File: src/design/radio_pwr_consts.svh
`ifndef RADIO_PWR_CONSTS_SVH
`define RADIO_PWR_CONSTS_SVH

// core clock period
`define CLK_PERIOD_NS      8

// indicative transition times, as printed, in ns
`define T_FROM_SHUTDOWN_NS 15000000
`define T_FROM_STANDBY_NS  440000
`define T_FROM_SPI_NS      340000
`define T_FROM_READY_NS    100000
`define T_TXTUNE_TX_NS     58000
`define T_RXTUNE_RX_NS     60000
`define T_TURNAROUND_NS    75000
`define T_TURN_ZERO_IF_NS  70000
`define T_SDN_HIGH_MIN_NS  10000

// derived cycle counts; the printed figures divide evenly by the period
`define CYC_FROM_SHUTDOWN  (`T_FROM_SHUTDOWN_NS / `CLK_PERIOD_NS)
`define CYC_FROM_STANDBY   (`T_FROM_STANDBY_NS / `CLK_PERIOD_NS)
`define CYC_FROM_SPI       (`T_FROM_SPI_NS / `CLK_PERIOD_NS)
`define CYC_FROM_READY     (`T_FROM_READY_NS / `CLK_PERIOD_NS)
`define CYC_TXTUNE_TX      (`T_TXTUNE_TX_NS / `CLK_PERIOD_NS)
`define CYC_RXTUNE_RX      (`T_RXTUNE_RX_NS / `CLK_PERIOD_NS)
`define CYC_TURNAROUND     (`T_TURNAROUND_NS / `CLK_PERIOD_NS)
`define CYC_TURN_ZERO_IF   (`T_TURN_ZERO_IF_NS / `CLK_PERIOD_NS)
`define CYC_SDN_HIGH_MIN   (`T_SDN_HIGH_MIN_NS / `CLK_PERIOD_NS)

// timer width, fits the longest count
`define SEQ_TIMER_W        21

`endif

File: src/design/radio_pwr_pkg.sv
package radio_pwr_pkg;

   typedef enum logic [3:0] {
      ST_SHUTDOWN,
      ST_POR,
      ST_STANDBY,
      ST_SLEEP,
      ST_SPI_ACTIVE,
      ST_READY,
      ST_TX_TUNE,
      ST_RX_TUNE,
      ST_TX,
      ST_RX
   } op_state_t;

   typedef enum logic [1:0] {
      CMD_BOOT,
      CMD_START_RX,
      CMD_START_TX,
      CMD_CHANGE_STATE
   } cmd_t;

   typedef struct packed {
      op_state_t st;
      op_state_t origin;
      op_state_t target;
      op_state_t next_st;
      logic      booted;
      logic      sel_q;
      logic      refused;
      logic      irq_pend;
   } ctl_t;

endpackage

File: src/design/seq_timer.sv
`timescale 1ns/1ns
`include "radio_pwr_consts.svh"

module seq_timer
   import radio_pwr_pkg::*;
#(
   parameter int unsigned TW = `SEQ_TIMER_W
) (
   input  wire logic          core_clk_i,
   input  wire logic          rst_n_i,
   input  wire logic          clr_i,
   input  wire logic          load_i,
   input  wire logic [TW-1:0] load_val_i,
   output logic               busy_o,
   output logic               done_o
);

   typedef struct packed {
      logic [TW-1:0] cnt;
   } tmr_t;

   tmr_t tmr_reg;
   tmr_t tmr_next;

   // load wins over counting, clear wins over both
   always_comb begin
      tmr_next = tmr_reg;
      if (clr_i) begin
         tmr_next.cnt = '0;
      end else if (load_i) begin
         tmr_next.cnt = load_val_i;
      end else if (tmr_reg.cnt != '0) begin
         tmr_next.cnt = tmr_reg.cnt - TW'(1);
      end
   end

   always_ff @(posedge core_clk_i) begin
      if (!rst_n_i) begin
         tmr_reg <= '0;
      end else begin
         tmr_reg <= tmr_next;
      end
   end

   // done marks the last counted cycle, so the owner switches exactly on time;
   // load stays out of it, the owner never loads while busy and would loop back
   assign busy_o = (tmr_reg.cnt != '0);
   assign done_o = (tmr_reg.cnt == TW'(1)) && !clr_i;
endmodule // seq_timer

File: src/design/radio_power_state_control.sv
`timescale 1ns/1ns
`include "radio_pwr_consts.svh"

// How it works
// - only rx, tx and state-change commands move state; shutdown pin alone
// - sequencer reaches rx or tx from any state by itself
// - after rx or tx completes, return to configured lower-power state
// - transition time counted from select rise; 15 ms, 440, 340, 100 us
// - tx-tune to tx about 58 us, rx-tune to rx about 60 us
// - tx to rx either way about 75 us, 70 us in zero-IF
// - begin rx and begin tx carry a following-state selection
// - shutdown pin high forces shutdown; host keeps it low otherwise
// - in shutdown all contents lost and serial interface ignored
// - releasing shutdown starts power-on reset and calibration
// - standby keeps register contents, everything else disabled
// - serial event in standby starts boot oscillator, enters serial-active
// - pending interrupt must be read to reach minimum consumption
// - sleep is standby plus wake-up timer on a 32 kHz clock
// - serial event in sleep starts boot oscillator, enters serial-active
// - serial-active never falls back alone; waits for state-change
// - while sequencing, clear-to-send low and commands refused; in ST_POR and the last busy cycle a command is dropped without cmd_refused_o
module radio_power_state_control
   import radio_pwr_pkg::*;
#(
   parameter int unsigned TW          = `SEQ_TIMER_W,
   parameter int unsigned POR_CYC     = `CYC_FROM_SHUTDOWN,
   parameter int unsigned STANDBY_CYC = `CYC_FROM_STANDBY,
   parameter int unsigned SPI_CYC     = `CYC_FROM_SPI,
   parameter int unsigned READY_CYC   = `CYC_FROM_READY,
   parameter int unsigned TXTUNE_CYC  = `CYC_TXTUNE_TX,
   parameter int unsigned RXTUNE_CYC  = `CYC_RXTUNE_RX,
   parameter int unsigned TURN_CYC    = `CYC_TURNAROUND,
   parameter int unsigned ZIF_CYC     = `CYC_TURN_ZERO_IF
) (
   input  wire logic      core_clk_i,
   input  wire logic      rst_n_i,
   input  wire logic      shutdown_pin_i,
   input  wire logic      serial_select_n_i,
   input  wire logic      cmd_valid_i,
   input  wire cmd_t      cmd_code_i,
   input  wire op_state_t cmd_target_i,
   input  wire op_state_t cmd_next_i,
   input  wire logic      zero_if_i,
   input  wire logic      op_done_i,
   input  wire logic      irq_event_i,
   input  wire logic      int_status_read_i,
   output op_state_t      state_o,
   output logic           cts_o,
   output logic           cmd_refused_o,
   output logic           booted_o,
   output logic           interrupt_out_n_o,
   output logic           boot_osc_en_o,
   output logic           wakeup_timer_en_o,
   output logic           xtal_osc_en_o,
   output logic           regs_retained_o,
   output logic           min_current_o
);

   ctl_t          ctl_reg;
   ctl_t          ctl_next;
   logic          t_load;
   logic [TW-1:0] t_load_val;
   logic          t_busy;
   logic          t_done;
   logic          sel_fall;
   op_state_t     eff_origin;
   logic          running;

   // states that a state-change may name; a following-state must also pass is_low
   function automatic logic is_target(input op_state_t s);
      is_target = (s != ST_SHUTDOWN) && (s != ST_POR);
   endfunction

   function automatic logic is_low(input op_state_t s);
      is_low = (s == ST_STANDBY) || (s == ST_SLEEP) || (s == ST_SPI_ACTIVE) ||
               (s == ST_READY) || (s == ST_TX_TUNE) || (s == ST_RX_TUNE);
   endfunction

   // travel time from origin to target; moves downward take one cycle
   function automatic logic [TW-1:0] trans_cyc(input op_state_t org,
                                               input op_state_t tgt,
                                               input logic      zif);
      logic radio_up;
      radio_up = (tgt == ST_TX) || (tgt == ST_RX) ||
                 (tgt == ST_TX_TUNE) || (tgt == ST_RX_TUNE);
      trans_cyc = TW'(1);
      if (radio_up) begin
         unique case (org)
            ST_STANDBY, ST_SLEEP: trans_cyc = TW'(STANDBY_CYC);
            ST_SPI_ACTIVE:        trans_cyc = TW'(SPI_CYC);
            ST_READY:             trans_cyc = TW'(READY_CYC);
            ST_TX_TUNE: trans_cyc = (tgt == ST_TX) ? TW'(TXTUNE_CYC) : TW'(READY_CYC);
            ST_RX_TUNE: trans_cyc = (tgt == ST_RX) ? TW'(RXTUNE_CYC) : TW'(READY_CYC);
            ST_TX: trans_cyc = (tgt == ST_RX) ? (zif ? TW'(ZIF_CYC) : TW'(TURN_CYC))
                                              : TW'(1);
            ST_RX: trans_cyc = (tgt == ST_TX) ? (zif ? TW'(ZIF_CYC) : TW'(TURN_CYC))
                                              : TW'(1);
            ST_SHUTDOWN, ST_POR: trans_cyc = TW'(POR_CYC);
         endcase
      end
   endfunction

   seq_timer #(
      .TW (TW)
   ) u_timer (
      .core_clk_i (core_clk_i),
      .rst_n_i    (rst_n_i),
      .clr_i      (shutdown_pin_i),
      .load_i     (t_load),
      .load_val_i (t_load_val),
      .busy_o     (t_busy),
      .done_o     (t_done)
   );

   // a transaction that woke the part is timed from the state it woke from
   assign sel_fall   = ctl_reg.sel_q && !serial_select_n_i;
   assign eff_origin = (ctl_reg.st == ST_SPI_ACTIVE) ? ctl_reg.origin : ctl_reg.st;
   assign running    = (ctl_reg.st != ST_SHUTDOWN) && (ctl_reg.st != ST_POR);

   // next-state logic for the whole controller
   always_comb begin
      ctl_next         = ctl_reg;
      ctl_next.refused = 1'b0;
      ctl_next.sel_q   = serial_select_n_i;
      t_load           = 1'b0;
      t_load_val       = TW'(1);
      // status read clears, a new event in the same cycle wins
      ctl_next.irq_pend = irq_event_i || (ctl_reg.irq_pend && !int_status_read_i);
      if (shutdown_pin_i) begin
         ctl_next       = '0;
         ctl_next.st    = ST_SHUTDOWN;
         ctl_next.sel_q = serial_select_n_i;
      end else begin
         unique case (ctl_reg.st)
            ST_SHUTDOWN: begin
               ctl_next.st = ST_POR;
               t_load      = 1'b1;
               t_load_val  = TW'(POR_CYC);
            end
            ST_POR: begin
               ctl_next.irq_pend = 1'b0;
               if (t_done) begin
                  ctl_next.st = ST_STANDBY;
               end
            end
            ST_STANDBY, ST_SLEEP, ST_SPI_ACTIVE, ST_READY,
            ST_TX_TUNE, ST_RX_TUNE, ST_TX, ST_RX: begin
               if (t_done) begin
                  ctl_next.st = ctl_reg.target;
               end else if (t_busy) begin
                  ctl_next.refused = cmd_valid_i;
               end else begin
                  if (sel_fall) begin
                     ctl_next.origin = ctl_reg.st;
                     if ((ctl_reg.st == ST_STANDBY) || (ctl_reg.st == ST_SLEEP)) begin
                        ctl_next.st = ST_SPI_ACTIVE;
                     end
                  end
                  if (op_done_i && ((ctl_reg.st == ST_TX) || (ctl_reg.st == ST_RX))) begin
                     ctl_next.st = ctl_reg.next_st;
                  end
                  if (cmd_valid_i) begin
                     unique case (cmd_code_i)
                        CMD_BOOT: begin
                           ctl_next.booted = 1'b1;
                        end
                        CMD_START_TX, CMD_START_RX: begin
                           if (ctl_reg.booted) begin
                              ctl_next.target = (cmd_code_i == CMD_START_TX) ? ST_TX : ST_RX;
                              if (is_low(cmd_next_i)) begin
                                 ctl_next.next_st = cmd_next_i;
                              end
                              t_load     = 1'b1;
                              t_load_val = trans_cyc(eff_origin, ctl_next.target, zero_if_i);
                           end else begin
                              ctl_next.refused = 1'b1;
                           end
                        end
                        CMD_CHANGE_STATE: begin
                           if (ctl_reg.booted && is_target(cmd_target_i)) begin
                              ctl_next.target = cmd_target_i;
                              t_load          = 1'b1;
                              t_load_val = trans_cyc(eff_origin, cmd_target_i, zero_if_i);
                           end else begin
                              ctl_next.refused = 1'b1;
                           end
                        end
                     endcase
                  end
               end
            end
         endcase
      end
   end

   // one register for all control state
   always_ff @(posedge core_clk_i) begin
      if (!rst_n_i) begin
         ctl_reg         <= '0;
         ctl_reg.st      <= ST_SHUTDOWN;
         ctl_reg.next_st <= ST_READY;
         ctl_reg.sel_q   <= 1'b1;
      end else begin
         ctl_reg <= ctl_next;
      end
   end

   // outputs; power enables follow the state, and the crystal also runs while the timer is busy
   assign state_o           = ctl_reg.st;
   assign cts_o             = running && !t_busy && !shutdown_pin_i;
   assign cmd_refused_o     = ctl_reg.refused;
   assign booted_o          = ctl_reg.booted;
   assign interrupt_out_n_o = !ctl_reg.irq_pend;
   assign boot_osc_en_o     = (ctl_reg.st == ST_SPI_ACTIVE) || (ctl_reg.st == ST_POR);
   assign wakeup_timer_en_o = (ctl_reg.st == ST_SLEEP);
   assign xtal_osc_en_o     = t_busy || ((ctl_reg.st != ST_SHUTDOWN) &&
                              (ctl_reg.st != ST_POR) && (ctl_reg.st != ST_STANDBY) &&
                              (ctl_reg.st != ST_SLEEP) && (ctl_reg.st != ST_SPI_ACTIVE));
   // contents held in every state but shutdown
   assign regs_retained_o   = (ctl_reg.st != ST_SHUTDOWN);
   assign min_current_o     = ((ctl_reg.st == ST_STANDBY) || (ctl_reg.st == ST_SLEEP)) &&
                              !ctl_reg.irq_pend && !t_busy;
endmodule // radio_power_state_control

File: config.mk
export PLATFORM = sky130hd
export DESIGN_NAME = radio_power_state_control
export DESIGN_NICKNAME = d
export VERILOG_FILES = /design/src/design/radio_pwr_pkg.sv /design/src/design/seq_timer.sv /design/src/design/radio_power_state_control.sv
export VERILOG_INCLUDE_DIRS = /design/src /design/src/design
export SDC_FILE = /design/constraint.sdc
export NUM_CORES = 1
export LEC_CHECK = 0
export BUFFER_PORTS_ARGS = -buffer_cell sky130_fd_sc_hd__buf_4
export CAP_MARGIN = 20
export CORE_UTILIZATION = 54
export CTS_CLUSTER_DIAMETER = 80
export CTS_CLUSTER_SIZE = 28
export DETAILED_ROUTE_END_ITERATION = 6
export HOLD_SLACK_MARGIN = 0.15
export PLACE_DENSITY = 0.86
export SETUP_SLACK_MARGIN = 0.3
export SYNTH_ARGS = -nofsm -noshare
export SYNTH_HDL_FRONTEND = slang
export SYNTH_SLANG_ARGS = --single-unit
File: constraint.sdc
create_clock -name core_clk_i -period 2.4 [get_ports core_clk_i]
set_clock_uncertainty 0.1 [all_clocks]
set_input_delay 0.36 -clock core_clk_i [delete_from_list [all_inputs] [get_ports core_clk_i]]
set_output_delay 0.36 -clock core_clk_i [all_outputs]
set_load 0.01 [all_outputs]
==> run_results.csv, run 1 <==
group,metric,value,unit
global_route,grt_overflow,307,
yosys,netlist.area_leader.share,0.256,
die,die_x,79.0,um
global_route,grt_usage,0.924,
yosys,synth_edf_count,0,
clocking,cts_buffer_depth,2,
yosys,synth.top_cells.by_area,"dfxtp_1 (26%), a21oi_1 (4.8%), nor2_1 (4.2%), a211oi_1 (3.7%), o21ai_0 (3.6%)",
yosys,yosysMostFrequentCell,"dfxtp_1",
place,hpwl,8290,um
clocking,cts_root_buf,"clkbuf_8",
global_route,grt_max_degree,17,
yosys,syn_inst,413,
die,die-height,79.0,um
yosys,ys.flop_type,"dfxtp_1",
yosys,synthArstFlopShare,0,
die,initial_core_util,0.572,
place,gp_congestion,0.998,
outcome,lastStage,"5_1_grt",
yosys,synth_area,0.00321,sq mm
yosys,yosys_warnings,0,
clocking,cts.sinks,41,
place,dp_cells,562,
die,boundaryPins,32,
yosys,syn_avg_cell_area,7.76,sq um
yosys,yosysTopAreaCell,"dfxtp_1",
yosys,synthTopCellsByCount,"dfxtp_1 (41), nor2_1 (36), a21oi_1 (31)",
yosys,seq_area_frac_synth,0.256,
yosys,ys_ff_latch,41,
die,rows,27,
place,io_buffer_count,31,
sta,endpoint_type,"output port",
outcome,tool.error,"[ERROR GRT-0232] Routing congestion too high. Check the congestion heatmap in the GUI.",
outcome,status,"stopped before the end",
sta,repair-timing-grt-worst-ep,"xtal_osc_en_o",
clocking,cts-buffers-inserted,5,
yosys,syn_nets,438,
yosys,synthDistinctLibCells,70,
clocking,htreeDepth,2,
## kinds of logic after synthesis
kind of cell / after synthesis / share of synthesized area
AND/OR/NAND/NOR: 169 / 0.309
AO/OA/AOI/OAI: 134 / 0.288
XOR/XNOR: 15 / 0.0410
buffers and inverters: 37 / 0.0488
multiplexers: 11 / 0.0343
adder cells (fa/ha/maj): 6 / 0.0234
flip-flops: 41 / 0.256
## timing repair
action | in CTS
gates resized for setup | 97
endpoints found under the hold margin | 1
setup endpoints to repair | 37
hold buffers | 2
pin swaps | 39
buffers inserted | 34
## through the flow
step                      hold WS (ns)   util  setup slack [ns]  instance area, sq um
after floorplan                  0.332      -            0.0658                  3320
after global placement           0.356  0.723            0.0176                  4060
after detailed placement         0.364  0.723           -0.0564                  4060
after CTS                        0.158  0.878            -0.243                  4920
## routing by layer
| layer | GRT usage | overflow |
|---|---|---|
| met1 | 0.876 | 3 |
| met2 | 1.14 | 193 |
| met3 | 0.676 | 2 |
| met4 | 1.09 | 108 |
| met5 | 0.391 | 1 |
==> run 2, diff against run 1 <==
CORE_UTILIZATION = 40   (was 54)
CTS_CLUSTER_DIAMETER = default   (was 80)
CTS_CLUSTER_SIZE = default   (was 28)
HOLD_SLACK_MARGIN = default   (was 0.15)
PLACE_DENSITY = default   (was 0.86)
PLACE_DENSITY_LB_ADDON = 0.15   (was default)
SETUP_SLACK_MARGIN = default   (was 0.3)
clock period = 3.1 ns   (was 2.4 ns; I/O delays follow)
==> run_results.csv, run 2 <==
group,metric,value,unit
yosys,synthTopCellsByCount,"dfxtp_1 (41), nor2_1 (36), a21oi_1 (31)",
route,drtIter0Drc,278,
route,wl_per_cell,19.1,um
layout,final_util,0.490,
worst_setup_path,critPathKind,"reg -> out",
global_route,antenna_found_initial,0,
clocking,cts_tree,"yes",
yosys,synth_top_family_by_area,"simple AND/OR/NAND/NOR gates",
yosys,synth.top_cells.by_area,"dfxtp_1 (26%), a21oi_1 (4.8%), nor2_1 (4.2%), a211oi_1 (3.7%), o21ai_0 (3.6%)",
place,io_buffer_count,31,
yosys,yosys_warnings,0,
global_route,grt_pass1_vias,3331,
yosys,synthAdderAreaFrac,0.0234,
yosys,yosysTopAreaCell,"dfxtp_1",
worst_setup_path,crit_path_start_kind,"flop",
route,drt_wl_total,10700,um
clocking,cts_buffer_depth,2,
clocking,htreeDepth,2,
pwr,leakagePower,1.44,nW
layout,largest_reg_flops,21,
sta,fmax,341,MHz
yosys,synthDistinctLibCells,70,
worst_setup_path,critPathMaxFanout,6,
pwr,peakVddDrop,0.176,mV
die,initial_core_util,0.415,
die,die-height,91.5,um
global_route,grt_overflow,0,
layout,nNetsFinal,481,
yosys,ys.flop_type,"dfxtp_1",
route,num_vias,3504,
place,hpwl,8000,um
route,drtPass1Iterations,4,
worst_setup_path,crit_arrival,2.37,ns
min_path,hold_class,"in -> reg",
sta,worst_pin_slew,0.726,ns
yosys,netlist.area_leader.share,0.256,
sta,timing.final.crit_share,0.946,
yosys,syn_avg_cell_area,7.76,sq um
global_route,grt_usage,0.263,
route,antenna_left,0,
clocking,clk_latency,0.29,ns
clocking,cts.sinks,41,
clocking,cts_root_buf,"clkbuf_8",
yosys,yosysMostFrequentCell,"dfxtp_1",
place,gp_congestion,0.934,
clocking,cts-buffers-inserted,5,
yosys,synthMuxAreaShare,0.0343,
route,drc,0,
global_route,grt_pass1_wl,17500,um
layout,area_growth,18.1,%
worst_setup_path,cp-end-kind,"primary output",
worst_setup_path,worstPathCellList,"inv_1 -> ha_1 -> nor3b_2 -> nand4_1 -> or4b_4 -> a211o_1 -> buf_4",
yosys,seq_area_frac_synth,0.256,
clocking,clkTransAtPathRegs,0.09,ns
sta,tns,0,ns
layout,nFillCells,761,
sta,hold_viol,0,
clocking,hold_buffers,0,
worst_setup_path,required,2.53,ns
layout,final_common_cell,"buf_4",
yosys,synthArstFlopShare,0,
die,die-area,0.00838,sq mm
layout,layout-drive-gt1-share,0.182,
sta,rsz0062_at_grt,"no",
flow_run,cap_violations,0,
worst_setup_path,critPathSlowestCell,"or4b_4",
die,boundaryPins,32,
yosys,synth_area,0.00321,sq mm
outcome,status,"finished, final reports clean",
worst_setup_path,slowest_delay,0.60,ns
layout,layout_common_cells,"buf_4 (58), dfxtp_1 (41), nor2_1 (36), a21oi_1 (31), nand2_1 (25)",
die,rows,32,
yosys,synth_xor_area_frac,0.0410,
sta,min_period,2.93,ns
yosys,synth_edf_count,0,
route,vias_per_cell,6.28,
worst_setup_path,reg2reg_slack,0.33,ns
global_route,grt_max_degree,30,
layout,antenna_cells,0,
yosys,synth_compound_gate_area_share,0.288,
pwr,p_per_area,446,mW/mm^2
sta,slew_viol_final,0,
sta,setup_viol,0,
sta,worst_slew_margin_rel,0.516,
die,die_x,91.5,um
yosys,ys_ff_latch,41,
die,design.core.area,0.00773,sq mm
yosys,syn_inst,413,
yosys,synth_simple_gate_area_frac,0.309,
yosys,syn_nets,438,
[run 2: cell counts after synthesis]
No cell type changed its count.
[run 2: repair_timing]
| item | in CTS | in global routing |
|---|---|---|
| resized for setup | 1 | 1 |
| pin swaps | 0 | 1 |
| endpoints found under the setup margin | 3 | 3 |
| cloned | 0 | 0 |
| buffers inserted | 0 | 1 |
[run 2: routing by layer]
| layer | GRT usage | share of wire | vias up |
|---|---|---|---|
| met4 | 0.0886 | 0.024 | 0 |
| met2 | 0.419 | 0.45 | 172 |
| met5 | 0 | 0 | - |
| met3 | 0.0377 | 0.074 | 23 |
| li1 | - | - | 1671 |
| met1 | 0.361 | 0.45 | 1638 |
[run 2: cell type report]
type	instances	area (sq um)	area share
clock buffers	5	68.8	0.0182
clock inverters	2	35.0	0.00925
inverters	15	56.3	0.0149
multi-input cells	335	2240	0.592
flip-flops and latches	41	821	0.217
well taps	102	128	0.0337
repair buffers	58	435	0.115
[run 2: path summary, 6_finish.rpt]
check | from | endpoint | cells past startpoint
setup / recovery | u_timer.tmr_reg[0] | xtal_osc_en_o | 7
setup reg to reg | u_timer.tmr_reg[16] | u_timer.tmr_reg[20] | 6
hold reg to reg | ctl_reg[11] | ctl_reg[11] | 2
hold / removal | rst_n_i | ctl_reg[2] | 2
[run 2: cell families after synthesis]
family / count (synthesis)
buf+inv: 37
fa+ha+maj: 6
simple gates: 169
xor+xnor: 15
flops: 41
mux: 11
compound gates: 134
[run 2: power by group]
group          internal, W  switching, W
clock network     0.000234      0.000192
logic             0.000276      0.000385
registers         0.000559     0.0000446
total              0.00107      0.000621
[run 2: through the flow]
stage	setup slack, ns	instances	total power, W	cell area, sq um	hold WS (ns)
6_report	0.167	558	0.00169	3790	0.261
5_1_grt	0.0605	558	0.00179	3790	0.278
4_1_cts	0.0130	557	0.00168	3770	0.257
3_5_place_dp	0.199	550	0.00125	3670	0.356
3_3_place_gp	0.247	550	0.00125	3670	0.352
2_1_floorplan	0.255	413	0.00102	3210	0.332
[run 2: worst max-delay path, delay by kind of cell (launching register included)]
family | cells | cell delay, ns
simple gates | 3 | 1.00
flops | 1 | 0.35
buf+inv | 2 | 0.26
fa+ha+maj | 1 | 0.17
compound gates | 1 | 0.29
Note: power is estimated with default switching activity, not from simulation.
==> run 3, diff against run 2 <==
CORE_MARGIN = 2   (was default)
SYNTH_HIERARCHICAL = 1   (was default)
==> run_results.csv, run 3 <==
group,metric,value,unit
sta,setup_viol,0,
worst_setup_path,critPathMaxFanout,5,
place,gp_congestion,0.998,
yosys,synth_area,0.00332,sq mm
pwr,p_sw_frac,0.366,
min_path,whs_endpoint,"ctl_reg[2]",
sta,setup_slack,0.135,ns
die,initial_core_util,0.408,
yosys,synth.top_cells.by_area,"dfxtp_1 (25%), a21oi_1 (5.9%), xnor2_1 (5.0%), nor2_1 (4.6%), o21ai_0 (4.1%)",
layout,antenna_cells,0,
route,drtPass1Iterations,5,
pwr,comb_power_share,0.413,
global_route,antenna_found_initial,0,
clocking,htreeDepth,2,
min_path,worstHoldStart,"serial_select_n_i",
die,design.core.area,0.00813,sq mm
sta,fmax,337,MHz
pwr,p_clk_frac,0.242,
worst_setup_path,reg2reg_slack,0.14,ns
worst_setup_path,r2r_end,"u_timer/tmr_reg[3]",
yosys,synthDistinctLibCells,77,
pwr,p_per_area,452,mW/mm^2
yosys,seq_area_frac_synth,0.247,
pwr,leakagePower,1.44,nW
yosys,yosysTopAreaCell,"dfxtp_1",
worst_setup_path,critPathKind,"reg -> reg",
worst_setup_path,crit_path_start_kind,"flop",
layout,largest_reg_flops,21,
clocking,clkTransAtPathRegs,0.08,ns
outcome,status,"finished, final reports clean",
die,boundaryPins,32,
worst_setup_path,reg2reg_depth,13,
place,dp_slack,-0.0480,ns
route,antenna_left,0,
layout,layout_common_cells,"buf_4 (60), dfxtp_1 (41), nor2_1 (40), a21oi_1 (39), nand2_1 (34)",
pwr,seq_power_share,0.345,
clocking,hold_buffers,0,
yosys,ys.flop_type,"dfxtp_1",
yosys,syn_inst,446,
layout,area_growth,17.6,%
die,rows,33,
pwr,switchingPower,0.000645,W
global_route,grt_usage,0.231,
sta,hold_viol,0,
sta,slew_viol_final,0,
global_route,grt_overflow,0,
pwr,power.total,0.00176,W
min_path,hold_class,"in -> reg",
sta,worst_pin_slew,0.734,ns
die,die-height,95.1,um
yosys,synth_edf_count,0,
die,die-area,0.00904,sq mm
sta,timing.final.crit_share,0.956,
yosys,syn_avg_cell_area,7.44,sq um
worst_setup_path,required,3.17,ns
route,drc,0,
clocking,cts_root_buf,"clkbuf_8",
route,num_vias,3438,
yosys,netlist.area_leader.share,0.247,
yosys,synthArstFlopShare,0,
sta,worst_slew_margin_rel,0.507,
yosys,yosys_warnings,6,
clocking,cts_tree,"yes",
layout,final_util,0.480,
worst_setup_path,crit_arrival,3.03,ns
worst_setup_path,worstSetupStartpoint,"u_timer/tmr_reg[16]",
yosys,synthTopCellsByCount,"dfxtp_1 (41), nor2_1 (41), a21oi_1 (39)",
pwr,peakVddDrop,0.196,mV
sta,timing.hold.ws,0.264,ns
route,drt_wl_total,10100,um
global_route,grt_pass1_wl,16400,um
sta,min_period,2.96,ns
layout,nNetsFinal,508,
clocking,cts-buffers-inserted,5,
flow_run,cap_violations,0,
route,drtIter0Drc,233,
place,hpwl,7640,um
route,vias_per_cell,5.86,
global_route,grt_pass1_vias,3173,
place,io_buffer_count,31,
clocking,clk_latency,0.29,ns
die,die_x,95.1,um
layout,layout-drive-gt1-share,0.212,
clocking,cts_buffer_depth,2,
worst_setup_path,r2r-start,"u_timer/tmr_reg[16]",
min_path,holdPathStages,2,
pwr,p_int,0.00112,W
clocking,cts.sinks,41,
layout,final_common_cell,"buf_4",
global_route,grt_max_degree,25,
worst_setup_path,cp-end-kind,"flop",
route,wl_per_cell,17.2,um
yosys,ys_ff_latch,41,
-- run 3: layout make-up --
cell class | count | area (sq um)
repair buffers | 60 | 450
multi-input cells | 360 | 2340
fillers | 827 | 4230
inverters | 14 | 53.8
clock inverters | 2 | 35.0
well taps | 105 | 131
flip-flops and latches | 41 | 821
clock buffers | 5 | 68.8
-- run 3: worst max-delay path by stage --
| stage | end |
|---|---|
| floorplan | u_timer/tmr_reg[17] |
| global placement | u_timer/tmr_reg[3] |
| detailed placement | u_timer/tmr_reg[3] |
| CTS | u_timer/tmr_reg[20] |
| global route | u_timer/tmr_reg[3] |
| finish | u_timer/tmr_reg[3] |
-- run 3: power groups by stage --
stage          logic, W  registers (W)  clock network [W]
2_1_floorplan  0.000507       0.000610                  0
3_3_place_gp   0.000692       0.000620                  0
3_5_place_dp   0.000691       0.000619                  0
4_1_cts        0.000700       0.000607           0.000436
5_1_grt        0.000802       0.000613           0.000457
6_report       0.000729       0.000609           0.000426
-- run 3: timing repair --
action                                  in CTS  in global routing
buffers inserted                             0                  3
gates resized for setup                      2                  9
pin swaps                                    0                  4
endpoints found under the setup margin      14                 19
-- run 3: critical path, stage by stage (launching register included) --
cell,delay (ns)
dfxtp_1,0.34
or4_4,0.57
nor2_4,0.16
nand3_1,0.12
nor3b_2,0.30
nor2_4,0.10
nand2_4,0.09
nor4_4,0.06
buf_4,0.19
nand2_1,0.09
nor3_1,0.06
or4_1,0.51
nand2_1,0.09
a21oi_1,0.05
-- run 3: cell families (layout without fill, tap and decap cells) --
logic type / after synthesis / after routing / synth area share
and+or+nand+nor: 188 / 188 / 0.311
DFF: 41 / 41 / 0.247
other: 1 / 2 / 0.00113
buffers and inverters: 46 / 81 / 0.0626
muxes: 10 / 10 / 0.0320
xor gates and xnor gates: 26 / 26 / 0.0686
AOI/OAI and AO/OA: 127 / 127 / 0.251
adders and majority gates: 7 / 7 / 0.0264
-- run 3: metal layers --
metal / part of all wire / GRT usage / vias up
met3: 0.073 / 0.0356 / 13
li1: - / - / 1685
met2: 0.42 / 0.340 / 130
met4: 0.012 / 0.0483 / 0
met5: 0 / 0 / -
met1: 0.49 / 0.352 / 1610
-- run 3: stage by stage --
step / instances / cell area [sq um] / setup TNS, ns
after global placement: 577 / 3730 / -0.0349
after CTS: 584 / 3840 / 0
after global routing: 587 / 3900 / -0.000739
after detailed placement: 577 / 3730 / -0.0862
final: 587 / 3900 / 0
after floorplan: 447 / 3330 / 0
